### config.mk
export PLATFORM = sky130hd
export DESIGN_NAME = eeprom_master
export DESIGN_NICKNAME = d
export VERILOG_FILES = /design/src/rtl/eeprom_master_pkg.sv /design/src/rtl/eeprom_master.sv
export VERILOG_INCLUDE_DIRS = /design/src /design/src/rtl
export SDC_FILE = /design/constraint.sdc
export NUM_CORES = 1
export LEC_CHECK = 0
export ABC_CLOCK_PERIOD_IN_PS = 2400
export BUFFER_PORTS_ARGS = -buffer_cell sky130_fd_sc_hd__buf_2
export CORE_UTILIZATION = 45
export DETAILED_ROUTE_END_ITERATION = 8
export SLEW_MARGIN = 15
export SYNTH_ARGS = -nofsm -noshare
export SYNTH_HDL_FRONTEND = slang
export SYNTH_SLANG_ARGS = --single-unit
### constraint.sdc
create_clock -name clk -period 2.4 [get_ports clk]
set_input_delay 0 -clock clk [delete_from_list [all_inputs] [get_ports clk]]
set_output_delay 0 -clock clk [all_outputs]
set_load 0.02 [all_outputs]
### src/rtl/eeprom_master_regs.svh
// Constants for the serial EEPROM master engine
`ifndef EEPROM_MASTER_REGS_SVH
`define EEPROM_MASTER_REGS_SVH
`define CLK_FREQ_HZ        100000000
`define I2C_RATE_HZ        100000
`define I2C_QTR_CYCLES     ((`CLK_FREQ_HZ / `I2C_RATE_HZ) / 4)
`define TIMEOUT_MS         30
`define TIMEOUT_CYCLES     ((`CLK_FREQ_HZ / 1000) * `TIMEOUT_MS)
`define CTRL_CODE          4'ha
`define MW_OP_ERASE        2'h3
`define MW_OP_READ         2'h2
`define MW_OP_WRITE        2'h1
`define MW_OP_EXT          2'h0
`define MW_EXT_ERASE_ALL_CMD        2'h2
`define MW_EXT_WRITE_DISABLE_CMD        2'h0
`define MW_EXT_WRITE_ENABLE_CMD        2'h3
`define MW_EXT_WRITE_ALL_CMD        2'h1
`define MW_ABITS_7         5'h07
`define MW_ABITS_9         5'h09
`define MW_ABITS_11        5'h0b
`endif

### src/rtl/eeprom_master_pkg.sv
// Types shared by the serial EEPROM master engine
package eeprom_master_pkg;
  typedef enum logic [2:0] {
    CMD_READ   = 3'h0,
    CMD_WRITE  = 3'h1,
    CMD_ERASE  = 3'h2,
    CMD_ERASE_ALL_CMD   = 3'h3,
    CMD_WRITE_DISABLE_CMD   = 3'h4,
    CMD_WRITE_ENABLE_CMD   = 3'h5,
    CMD_WRITE_ALL_CMD   = 3'h6
  } eeprom_cmd_e;
endpackage : eeprom_master_pkg

### src/rtl/eeprom_master.sv
// Serial EEPROM master engine: two-wire byte/sequential read, byte write, three-wire command set
//
// How it works
// - Reads send start, control 1010+select+read bit, take ack and eight data bits.
// - Last byte of a single read gets no-ack, then a stop.
// - A missing ack from the EEPROM outside polling aborts the sequence and sets the timeout flag.
// - Sequential read acks every byte but the last, which gets no-ack and stop.
// - Sequential read is offered to the loader through a byte count and strobe.
// - Byte write sends data after address acks, checks its ack, ends with stop.
// - After a write, poll with start and control byte 1010 000 0 while no-ack.
// - Polling longer than 30 ms ends with a timeout report.
// - Acked poll finishes with start immediately followed by stop.
// - Size strap selects 7, 9 or 11 address bits; code 11 reserved, but here code 11 also selects 11 address bits.
// - Every address bit of the chosen width is driven as held in the address field, except the two top bits for opcode 00.
// - Three-wire command: start bit 1, two-bit opcode, full address.
// - Opcode 00 commands are told apart by the two top address bits.
// - Commands take 10/12/14 clocks, data commands 18/20/22.
// - Writes send eight bits msb first after the address, all of wr_data only with 11 address bits; reads take eight bits back.
// - Single-byte parts carry address bits 10..8 in the select bits, else zero.
// - Busy bit set starts an operation; cleared at completion with read data ready.
// - Two-wire clock runs at 100 kHz.
`timescale 1ns/10ps
`include "eeprom_master_regs.svh"
module eeprom_master
  import eeprom_master_pkg::*;
(
  input  wire logic        clk,
  input  wire logic        rst,
  input  wire logic        type_strap,        // 1: three-wire part, 0: two-wire part
  input  wire logic [1:0]  size_strap,
  input  wire logic        busy_set,          // Software sets eeprom_busy_bit
  input  wire logic [2:0]  cmd,
  input  wire logic [10:0] eeprom_address_field,
  input  wire logic [7:0]  wr_data,
  input  wire logic [7:0]  seq_count,         // Extra bytes for loader sequential read
  input  wire logic        seq_next,          // Loader took the current byte
  output logic             eeprom_busy_bit,
  output logic             eeprom_timeout_flag,
  output logic [7:0]       eeprom_data_register,
  output logic             seq_valid,
  output logic             ready_busy_status,
  input  wire logic        scl_in,
  output logic             scl_oe,            // Open drain: high pulls low
  input  wire logic        sda_in,
  output logic             sda_oe,
  output logic             mw_cs,
  output logic             mw_sk,
  output logic             mw_di,
  input  wire logic        mw_do
);
  // ==========================================================
  // Input synchronisers
  logic [1:0] sda_s_reg, scl_s_reg, do_s_reg;
  always_ff @(posedge clk) begin
    sda_s_reg <= {sda_s_reg[0], sda_in};
    scl_s_reg <= {scl_s_reg[0], scl_in};
    do_s_reg  <= {do_s_reg[0], mw_do};
  end
  wire sda_q = sda_s_reg[1];
  wire scl_q = scl_s_reg[1];
  wire mdo_q = do_s_reg[1];

  // ==========================================================
  // Quarter-bit tick and timeout counter
  logic [7:0]  qtr_reg;
  logic [21:0] tmo_reg;
  wire stretch = scl_oe == 1'b0 && scl_q == 1'b0 && !type_strap; // Slave holds clock
  wire tick    = (qtr_reg == 8'(`I2C_QTR_CYCLES - 1)) && !stretch;
  wire tmo_hit = tmo_reg == 22'(`TIMEOUT_CYCLES - 1);

  // ==========================================================
  // Sequencer: a bit is four quarter phases, shift register drives bits
  typedef enum logic [6:0] {
    S_IDLE = 7'b0000001, S_START = 7'b0000010, S_BIT = 7'b0000100,
    S_STOP = 7'b0001000, S_BUSYW = 7'b0010000, S_CSLOW = 7'b0100000,
    S_DONE = 7'b1000000
  } state_e;
  typedef enum logic [3:0] {
    P_CTRLW = 4'b0001, P_ADDR = 4'b0010, P_DATA = 4'b0100, P_POLL = 4'b1000
  } phase_e;
  state_e      st_reg;
  logic [1:0]  q_reg;           // Quarter within a bit
  logic [4:0]  bit_reg;         // Bits left in current group
  logic [22:0] sh_reg;          // Outgoing bits, msb first
  logic [7:0]  rx_reg;
  logic        rd_phase_reg;    // Receiving data bytes
  logic        ack_slot_reg;    // Current bit is the ninth (ack) bit
  logic [1:0]  stage_reg;       // Two-wire stage: 0 ctrl/addr, 1 rd ctrl, 2 data, 3 poll
  logic [7:0]  left_reg;
  logic        ackd_reg;
  logic        fin_start_reg;   // Acked poll: start then stop

  // ==========================================================
  // Command decode
  wire [1:0] mw_op = (cmd == CMD_READ) ? `MW_OP_READ : (cmd == CMD_WRITE) ? `MW_OP_WRITE :
                     (cmd == CMD_ERASE) ? `MW_OP_ERASE : `MW_OP_EXT;
  wire [1:0] mw_ext = (cmd == CMD_ERASE_ALL_CMD) ? `MW_EXT_ERASE_ALL_CMD : (cmd == CMD_WRITE_DISABLE_CMD) ? `MW_EXT_WRITE_DISABLE_CMD :
                      (cmd == CMD_WRITE_ENABLE_CMD) ? `MW_EXT_WRITE_ENABLE_CMD : `MW_EXT_WRITE_ALL_CMD;
  wire [4:0] abits = (size_strap == 2'h0) ? `MW_ABITS_7 :
                     (size_strap == 2'h1) ? `MW_ABITS_9 : `MW_ABITS_11;
  // Extended commands put their sub-code in the two top bits of the chosen width
  wire [10:0] al_field = eeprom_address_field << (5'd11 - abits);
  wire [10:0] mw_al    = (mw_op == `MW_OP_EXT) ? {mw_ext, al_field[8:0]} : al_field;
  wire        mw_dat = (cmd == CMD_WRITE) || (cmd == CMD_WRITE_ALL_CMD);
  wire        mw_rd  = cmd == CMD_READ;
  // Bits shifted out: start+op+addr, plus eight data or eight read slots
  wire [4:0]  mw_len = 5'd3 + abits + ((mw_dat || mw_rd) ? 5'd8 : 5'd0);
  wire        two_byte = size_strap[0];
  wire [2:0]  sel = two_byte ? 3'h0 : eeprom_address_field[10:8];
  wire [7:0]  ctrl_w = {`CTRL_CODE, sel, 1'b0};
  wire [7:0]  ctrl_r = {`CTRL_CODE, sel, 1'b1};
  wire [7:0]  ctrl_p = {`CTRL_CODE, 3'h0, 1'b0};
  wire        i2c_rd = cmd == CMD_READ;
  wire        last_rx = left_reg == 8'h00;
  wire        bit_end = tick && q_reg == 2'h3;
  wire        ack_bad = ack_slot_reg && !rd_phase_reg && sda_q;   // Sampled at high phase

  // ==========================================================
  // Main sequencer
  always_ff @(posedge clk) begin
    if (rst) begin
      st_reg <= S_IDLE; q_reg <= 2'h0; bit_reg <= 5'h0; sh_reg <= 23'h0;
      rx_reg <= 8'h0; rd_phase_reg <= 1'b0; ack_slot_reg <= 1'b0; stage_reg <= 2'h0;
      left_reg <= 8'h0; ackd_reg <= 1'b0; fin_start_reg <= 1'b0; qtr_reg <= 8'h0;
      tmo_reg <= 22'h0; eeprom_busy_bit <= 1'b0; eeprom_timeout_flag <= 1'b0;
      eeprom_data_register <= 8'h0; seq_valid <= 1'b0; ready_busy_status <= 1'b0;
      scl_oe <= 1'b0; sda_oe <= 1'b0; mw_cs <= 1'b0; mw_sk <= 1'b0; mw_di <= 1'b0;
    end else begin
      qtr_reg <= (tick || st_reg == S_IDLE) ? 8'h0 : (stretch ? qtr_reg : qtr_reg + 8'h1);
      if (seq_next) seq_valid <= 1'b0;
      unique case (st_reg)
        S_IDLE: begin
          mw_cs <= 1'b0; mw_sk <= 1'b0;
          if (busy_set) begin
            eeprom_busy_bit <= 1'b1; eeprom_timeout_flag <= 1'b0; tmo_reg <= 22'h0;
            q_reg <= 2'h0; rd_phase_reg <= 1'b0; ack_slot_reg <= 1'b0; left_reg <= seq_count;
            if (type_strap) begin
              st_reg  <= S_BIT;  mw_cs <= 1'b1;
              bit_reg <= mw_len;
              sh_reg  <= {1'b1, mw_op, mw_al, (mw_dat ? wr_data : 8'h0), 1'b0};
            end else begin
              st_reg <= S_START; stage_reg <= 2'h0;
              sh_reg <= {ctrl_w, 1'b1, eeprom_address_field[7:0], 1'b1, 5'h0};
              bit_reg <= 5'd9;
            end
          end
        end
        // SDA falls while SCL high; SCL released a quarter late so a repeated start keeps a full low phase
        S_START: if (tick) begin
          q_reg <= q_reg + 2'h1;
          unique case (q_reg)
            2'h0: sda_oe <= 1'b0;
            2'h1: scl_oe <= 1'b0;
            2'h2: sda_oe <= 1'b1;
            default: begin
              scl_oe <= 1'b1;
              if (fin_start_reg) st_reg <= S_STOP;
              else st_reg <= S_BIT;
            end
          endcase
        end
        S_BIT: begin
          if (type_strap && tick) begin             // Three-wire: sk high on q2
            q_reg <= q_reg + 2'h1;
            if (q_reg == 2'h0) mw_di <= sh_reg[22];
            if (q_reg == 2'h1) mw_sk <= 1'b1;
            if (q_reg == 2'h2) rx_reg <= {rx_reg[6:0], mdo_q};
            if (q_reg == 2'h3) begin
              mw_sk <= 1'b0; sh_reg <= {sh_reg[21:0], 1'b0}; bit_reg <= bit_reg - 5'h1;
              if (bit_reg == 5'h1) begin
                if (mw_rd) eeprom_data_register <= rx_reg;   // Last bit already taken at q2
                st_reg <= S_CSLOW;
              end
            end
          end else if (!type_strap && tick) begin
            q_reg <= q_reg + 2'h1;
            unique case (q_reg)
              2'h0: sda_oe <= rd_phase_reg ? (ack_slot_reg && !last_rx)
                                           : (!ack_slot_reg && !sh_reg[22]);
              2'h1: scl_oe <= 1'b0;
              2'h2: if (!ack_slot_reg) rx_reg <= {rx_reg[6:0], sda_q};
              default: begin
                scl_oe <= 1'b1; sh_reg <= {sh_reg[21:0], 1'b0}; bit_reg <= bit_reg - 5'h1;
                if (ack_slot_reg) begin
                  ack_slot_reg <= 1'b0; bit_reg <= 5'd9;
                  if (ack_bad && stage_reg == 2'h3) begin
                    st_reg <= S_STOP; ackd_reg <= 1'b0;
                  end else if (ack_bad) begin
                    eeprom_timeout_flag <= 1'b1; st_reg <= S_STOP; ackd_reg <= 1'b0;
                  end else if (stage_reg == 2'h3) begin
                    fin_start_reg <= 1'b1; st_reg <= S_START; q_reg <= 2'h0; ackd_reg <= 1'b1;
                  end else if (rd_phase_reg) begin
                    eeprom_data_register <= rx_reg; seq_valid <= 1'b1;
                    if (last_rx) st_reg <= S_STOP;
                    else left_reg <= left_reg - 8'h1;
                  end else if (sh_reg[21:14] == 8'h0 && !rd_phase_reg) begin
                    // Byte group done: control/address, read control or write data
                    if (i2c_rd && stage_reg == 2'h0) begin
                      stage_reg <= 2'h1; st_reg <= S_START; q_reg <= 2'h0;
                      sh_reg <= {ctrl_r, 1'b1, 14'h0};
                    end else if (stage_reg == 2'h1) begin
                      rd_phase_reg <= 1'b1; sh_reg <= 23'h7fffff;
                    end else if (stage_reg == 2'h0) begin
                      stage_reg <= 2'h2; sh_reg <= {wr_data, 1'b1, 14'h0};
                    end else begin
                      stage_reg <= 2'h3; st_reg <= S_STOP; ackd_reg <= 1'b0;
                    end
                  end
                end else if (bit_reg == 5'h2) ack_slot_reg <= 1'b1;
              end
            endcase
          end
        end
        S_STOP: if (tick) begin                      // SDA rises while SCL high
          q_reg <= q_reg + 2'h1;
          unique case (q_reg)
            2'h0: sda_oe <= 1'b1;
            2'h1: scl_oe <= 1'b0;
            2'h2: sda_oe <= 1'b0;
            default: begin
              if (eeprom_timeout_flag || (rd_phase_reg) || fin_start_reg) begin
                st_reg <= S_DONE; fin_start_reg <= 1'b0;
              end else begin                          // Start or repeat poll
                stage_reg <= 2'h3; st_reg <= S_START; bit_reg <= 5'd9;
                sh_reg <= {ctrl_p, 1'b1, 14'h0};
                if (ackd_reg) fin_start_reg <= 1'b1;
              end
            end
          endcase
        end
        S_CSLOW: begin                                // Then wait ready if busy-type
          mw_cs <= 1'b0;
          st_reg <= (mw_dat || cmd == CMD_ERASE || cmd == CMD_ERASE_ALL_CMD) ? S_BUSYW : S_DONE;
          q_reg <= 2'h0;
        end
        S_BUSYW: begin
          mw_cs <= tick ? 1'b1 : mw_cs;
          if (mw_cs && mdo_q) begin ready_busy_status <= 1'b1; st_reg <= S_DONE; end
        end
        default: begin
          eeprom_busy_bit <= 1'b0; mw_cs <= 1'b0; st_reg <= S_IDLE;
        end
      endcase
      // Whole-operation watchdog: slave stretch, polling or busy wait
      if (st_reg != S_IDLE && st_reg != S_DONE) begin
        tmo_reg <= tmo_reg + 22'h1;
        if (tmo_hit) begin eeprom_timeout_flag <= 1'b1; st_reg <= S_DONE; scl_oe <= 1'b0; sda_oe <= 1'b0; end
      end
    end
  end
endmodule : eeprom_master

# Word-level counts from Yosys, hierarchy flattened
# Cells that the tools add are included.
# W data, S select, Z words.
# word_totals
word_cells	389
ff_bits	112
out_inout_bits	17
in_bits	40
# op_classes
shifts	1
n_eq_ne	62
muxes	220
add_sub_neg	8
n_reduce_logical	66
bitwise	6
# op_table
operator	n
$mux W23	17
$mux W8	27
$mux W7	25
$mux W22	4
$mux W1	78
$mux W2	35
$pmux W23 S3	1
$mux W5	10
$ne A2 B2 Y1 const B	23
$pmux W7 S6	1
$reduce_and A11 Y1	3
$add A22 B1 Y22 const B	1
$eq A22 B22 Y1 const B	1
$ne A3 B3 Y1 const B	6
$pmux W1 S2	9
$logic_not A8 Y1	2
$pmux W8 S2	1
$reduce_and A16 Y1	1
$pmux W5 S3	1
$logic_and A1 B1 Y1	14
$reduce_bool A2 Y1	7
$mux W4	3
$ne A4 B4 Y1 const B	3
$mux W11	1
47 further kinds	89

# Depth between registers and ports, before layout
# depth
word_depth	16
mapped_depth	9
ltp_nobuf	7

# Worst setup path before layout
# No wires, ideal clock.
# synth_path
path_kind	reg-to-reg
startpoint	register qtr_reg[0]
endpoint	register left_reg[4]
stages_incl_launch_ff	8
setup_time_ns	0.138
required_ns	2.262
arrival_time_ns	2.104
setup_slack_ns	0.158
synth_period_minus_slack_ns	2.242
n_path_buf	1
cell_sequence	dfxtp_1 > ha_1 > and3b_1 > nand3_1 > or4b_1 > buf_2 > o311ai_0 > a41oi_1
# synth_between
elab_chain_cells	5
word_cells_on_any_way	7
cone_classes	eq/ne: 3; reduce/logical: 4
# synth_rtl
element	line	rtl
start, declared	eeprom_master.sv:65	logic [7:0] qtr_reg;
start signal, assigned	eeprom_master.sv:129	qtr_reg <= (tick || st_reg == S_IDLE) ? 8'h0 : (stretch ? qtr_reg : qtr_reg + 8'h1);
$eq A8 B8 Y1 *	eeprom_master.sv:68	wire tick = (qtr_reg == 8'(`I2C_QTR_CYCLES - 1)) && !stretch;
$logic_and A1 B1 Y1 *	eeprom_master.sv:68	
$logic_and A1 B1 Y1 (on tied branches)	eeprom_master.sv:175, eeprom_master.sv:163	
$ne A2 B2 Y1 (no line)	--	
$reduce_and A11 Y1 (no line) *	--	
end signal, assigned	eeprom_master.sv:195	else left_reg <= left_reg - 8'h1;
end, declared	eeprom_master.sv:89	logic [7:0] left_reg;
# Mark *: on every way between the ends. The rest lies on a longest branch, timed or not.
# A chain may end at the register's enable or synchronous reset.

# Final worst setup path
# layout_path
startpoint	register st_reg[5]
endpoint	register sh_reg[17]
# layout_between
elab_chain_cells	3
word_cells_on_any_way	13
cone_classes	eq/ne: 10; mux: 1; reduce/logical: 2
# layout_rtl
element	line	rtl
start, declared	eeprom_master.sv:81	state_e st_reg;
start signal, assigned	eeprom_master.sv:233	st_reg <= (mw_dat || cmd == CMD_ERASE || cmd == CMD_ERASE_ALL_CMD) ? S_BUSYW : S_DONE;
$eq A7 B3 Y1, or another cell as far along	eeprom_master.sv:131	unique case (st_reg)
$ne A3 B3 Y1 (no line), or another cell as far along	--	
$reduce_and A8 Y1 (no line)	--	
end signal, assigned	eeprom_master.sv:140	sh_reg <= {1'b1, mw_op, mw_al, (mw_dat ? wr_data : 8'h0), 1'b0};
end signal, assigned	eeprom_master.sv:143	sh_reg <= {ctrl_w, 1'b1, eeprom_address_field[7:0], 1'b1, 5'h0};
end signal, assigned	eeprom_master.sv:200	sh_reg <= {ctrl_r, 1'b1, 14'h0};
end, declared	eeprom_master.sv:84	logic [22:0] sh_reg;
# Several ways; a longest one is shown, not always the timed one.

==> results.json <==
{
  "routabilityCongestion": 0.934,
  "start_util_pct": 46.5,
  "timing.final.ws_setup_ns": 0.0572,
  "wl_per_cell_um": 19.3,
  "ys_types": 79,
  "cp_data_arrival_time_ns": 2.60,
  "die_x_um": 125,
  "drive_above_1_share_pct": 19.2,
  "cts_buffers": 9,
  "synthFlopType": "dfxtp_1",
  "status": "completed",
  "fin_hold_ws_ns": 0.0149,
  "grt_pass1_wl_mm": 35.1,
  "antenna_found_initial": 0,
  "syn_area_mm2": 0.00683,
  "io_pins": 57,
  "htree_num_levels": 3,
  "grt_overflow_total": 0,
  "min_to": "left_reg[5]",
  "fp.dieArea_mm2": 0.0157,
  "coreArea_mm2": 0.0147,
  "relSlewSlack_pct": 45.3,
  "finalClockSkew_ns": 0.0150,
  "preCtsSetupSlack_ns": -0.0318,
  "synth_edf_count": 0,
  "ys_top_cells_by_count": "dfxtp_1 (112), a21oi_1 (82), nor2_1 (71)",
  "port_buffers": 56,
  "rows": 44,
  "die_y_um": 125,
  "root_buffer": "clkbuf_16",
  "crit_type": "reg2reg",
  "r2r_start": "st_reg[5]",
  "r2r_setup_slack_ns": 0.06,
  "cts_tree": "done",
  "grt_use_total_pct": 27.8,
  "drtPass1Iterations": 7,
  "yosysMostFrequentCell": "dfxtp_1",
  "yosysTopAreaCell": "dfxtp_1",
  "vdd_drop_max_uv": 438,
  "cts_sinks": 112,
  "clock.fmax_mhz": 427,
  "r2r-end": "sh_reg[17]",
  "dr.first_iter.drc_count": 853,
  "hp-start": "seq_count[5]",
  "end_kind": "flip-flop",
  "critPathMaxFanout": 14,
  "fin_crit_sh_pct": 97.6,
  "clk_latency_ns": 0.37,
  "drt-total-wl_mm": 22.2,
  "clockBufferDepth": 2,
  "holdPathStages": 3,
  "yosysTopAreaCellShare_pct": 32.8,
  "drv_slew": 0,
  "crit_chain": "or4_4, buf_4, a211oi_4, o32a_4, buf_12, a21oi_1, a311oi_1",
  "largest_reg_flops": 23,
  "cp_slowest_cell": "or4_4",
  "leakagePower_nw": 3.13,
  "yosysSeqAreaShare_pct": 32.8,
  "clkTransAtPathRegs_ns": 0.08,
  "critPathMaxStageDelay_ns": 0.55,
  "antenna_cells": 0,
  "remaining_drc_errors": 0,
  "final_net_count": 1015,
  "postSynthAreaPerCell_um2": 7.87,
  "cap_violations": 0,
  "reg2reg_depth": 7,
  "grt_pass1_vias": 7009,
  "vias": 7375,
  "fillCellCount": 1363,
  "min_path_type": "in2reg",
  "post_cts.repair.setup_buffers": 0,
  "syn_inst": 868,
  "synth_warnings": 0,
  "async_flop_share_pct": 0,
  "syn-num-nets": 922,
  "worstMarginPinSlew_ns": 0.821,
  "finalCriticalPeriod_ns": 2.34,
  "hpwl_mm": 15.9,
  "setup_viol": 0,
  "grt_max_degree": 69,
  "synth-seq-cells": 112,
  "synth_area_leaders": "dfxtp_1 (33%), a21oi_1 (6.0%), nor2_1 (3.9%), o21ai_0 (3.9%), nand2_1 (3.5%)",
  "crit_required_ns": 2.66,
  "rsz0062_at_grt": "yes",
  "pwr_density_cell_mw_per_mm2": 626,
  "synthToLayoutAreaGrowth_pct": 20.0,
  "start_kind": "flip-flop",
  "vias_per_cell": 6.41,
  "hold_viol": 0,
  "antenna_left": 0
}
-- stage by stage --
step | total power (W) | cells | util, % | area, um2 | setup TNS (ns)
6_report | 0.00513 | 1150 | 55.8 | 8200 | 0
5_1_grt | 0.00536 | 1150 | 55.8 | 8200 | -0.0362
4_1_cts | 0.00507 | 1149 | 55.1 | 8100 | 0
3_5_place_dp | 0.00346 | 1124 | 52.3 | 7690 | -0.0401
3_3_place_gp | 0.00343 | 1124 | 52.3 | 7690 | 0
2_1_floorplan | 0.00297 | 868 | - | 6830 | 0
-- cell type report --
| class | count | area (um2) | area share, % |
|---|---|---|---|
| Multi-Input combinational cell | 673 | 4330 | 52.8 |
| Sequential cell | 112 | 2240 | 27.4 |
| Timing Repair Buffer | 145 | 1010 | 12.4 |
| Tap cell | 184 | 230 | 2.81 |
| Clock buffer | 10 | 229 | 2.79 |
| Clock inverter | 6 | 76.3 | 0.931 |
| Inverter | 20 | 75.1 | 0.915 |
-- power breakdown --
part           leakage (nW)  internal [W]  total [W]  switching (W)
registers             0.913       0.00200    0.00211       0.000116
clock network         0.143      0.000830    0.00159       0.000757
logic                  2.07      0.000592    0.00143       0.000840
total                  3.13       0.00342    0.00513        0.00171
-- cell families (layout without fill, tap and decap cells) --
| logic type | Yosys count | after routing | share of synthesized area (%) |
|---|---|---|---|
| XOR/XNOR | 8 | 8 | 1.03 |
| multiplexers | 22 | 22 | 3.31 |
| adder cells (fa/ha/maj) | 14 | 14 | 2.56 |
| AO/OA/AOI/OAI | 295 | 295 | 29.2 |
| flip-flops | 112 | 112 | 32.8 |
| buffers and inverters | 83 | 181 | 5.02 |
| AND/OR/NAND/NOR | 334 | 334 | 26.1 |
-- placed cells by master (no fill, tap or decap), drive strengths merged, types with 13 or more instances in the layout --
master and n:
buf 135, nor3 25, nor2 71, or3 17, nor2b 13, a31oi 14
ha 14, nor4 17, nand2 63, mux2i 17, a21oi 82, inv 23
a22oi 13, nand4 15, a211oi 22, dfxtp 112, o21ai 54, nand3 38
-- layer usage --
metal	up-vias	part of all wire, %	GRT usage [%]
li1	3491	-	-
met1	3489	45	37.0
met3	55	7.4	4.49
met4	0	3.0	13.3
met5	-	0	0
met2	340	45	44.1
-- worst max-delay path, delay by kind of cell (launching register included) --
kind / cells / cell delay (ns)
AO/OA/AOI/OAI: 4 / 0.96
flip-flops: 1 / 0.37
buffers and inverters: 2 / 0.36
AND/OR/NAND/NOR: 1 / 0.55
-- worst max path at each step --
| stage | cells past startpoint | slack, ns | startpoint | end |
|---|---|---|---|---|
| 3_5_place_dp | 6 | -0.03 | st_reg[0] | sh_reg[11] |
| 5_1_grt | 7 | -0.02 | st_reg[5] | sh_reg[11] |
| 2_1_floorplan | 7 | 0.16 | qtr_reg[0] | left_reg[4] |
| 4_1_cts | 7 | 0.008 | st_reg[5] | sh_reg[11] |
| 3_3_place_gp | 6 | 0.05 | st_reg[0] | sh_reg[4] |
| 6_report | 7 | 0.06 | st_reg[5] | sh_reg[17] |
-- timing repair --
item	4_1_cts	5_1_grt
hold buffers	9	0
endpoints found under the hold margin	9	0
gates resized for setup	1	20
setup endpoints to repair	2	54
cloned	0	1
pin swaps	0	5
No activity file was read; power rests on OpenSTA's default activity.
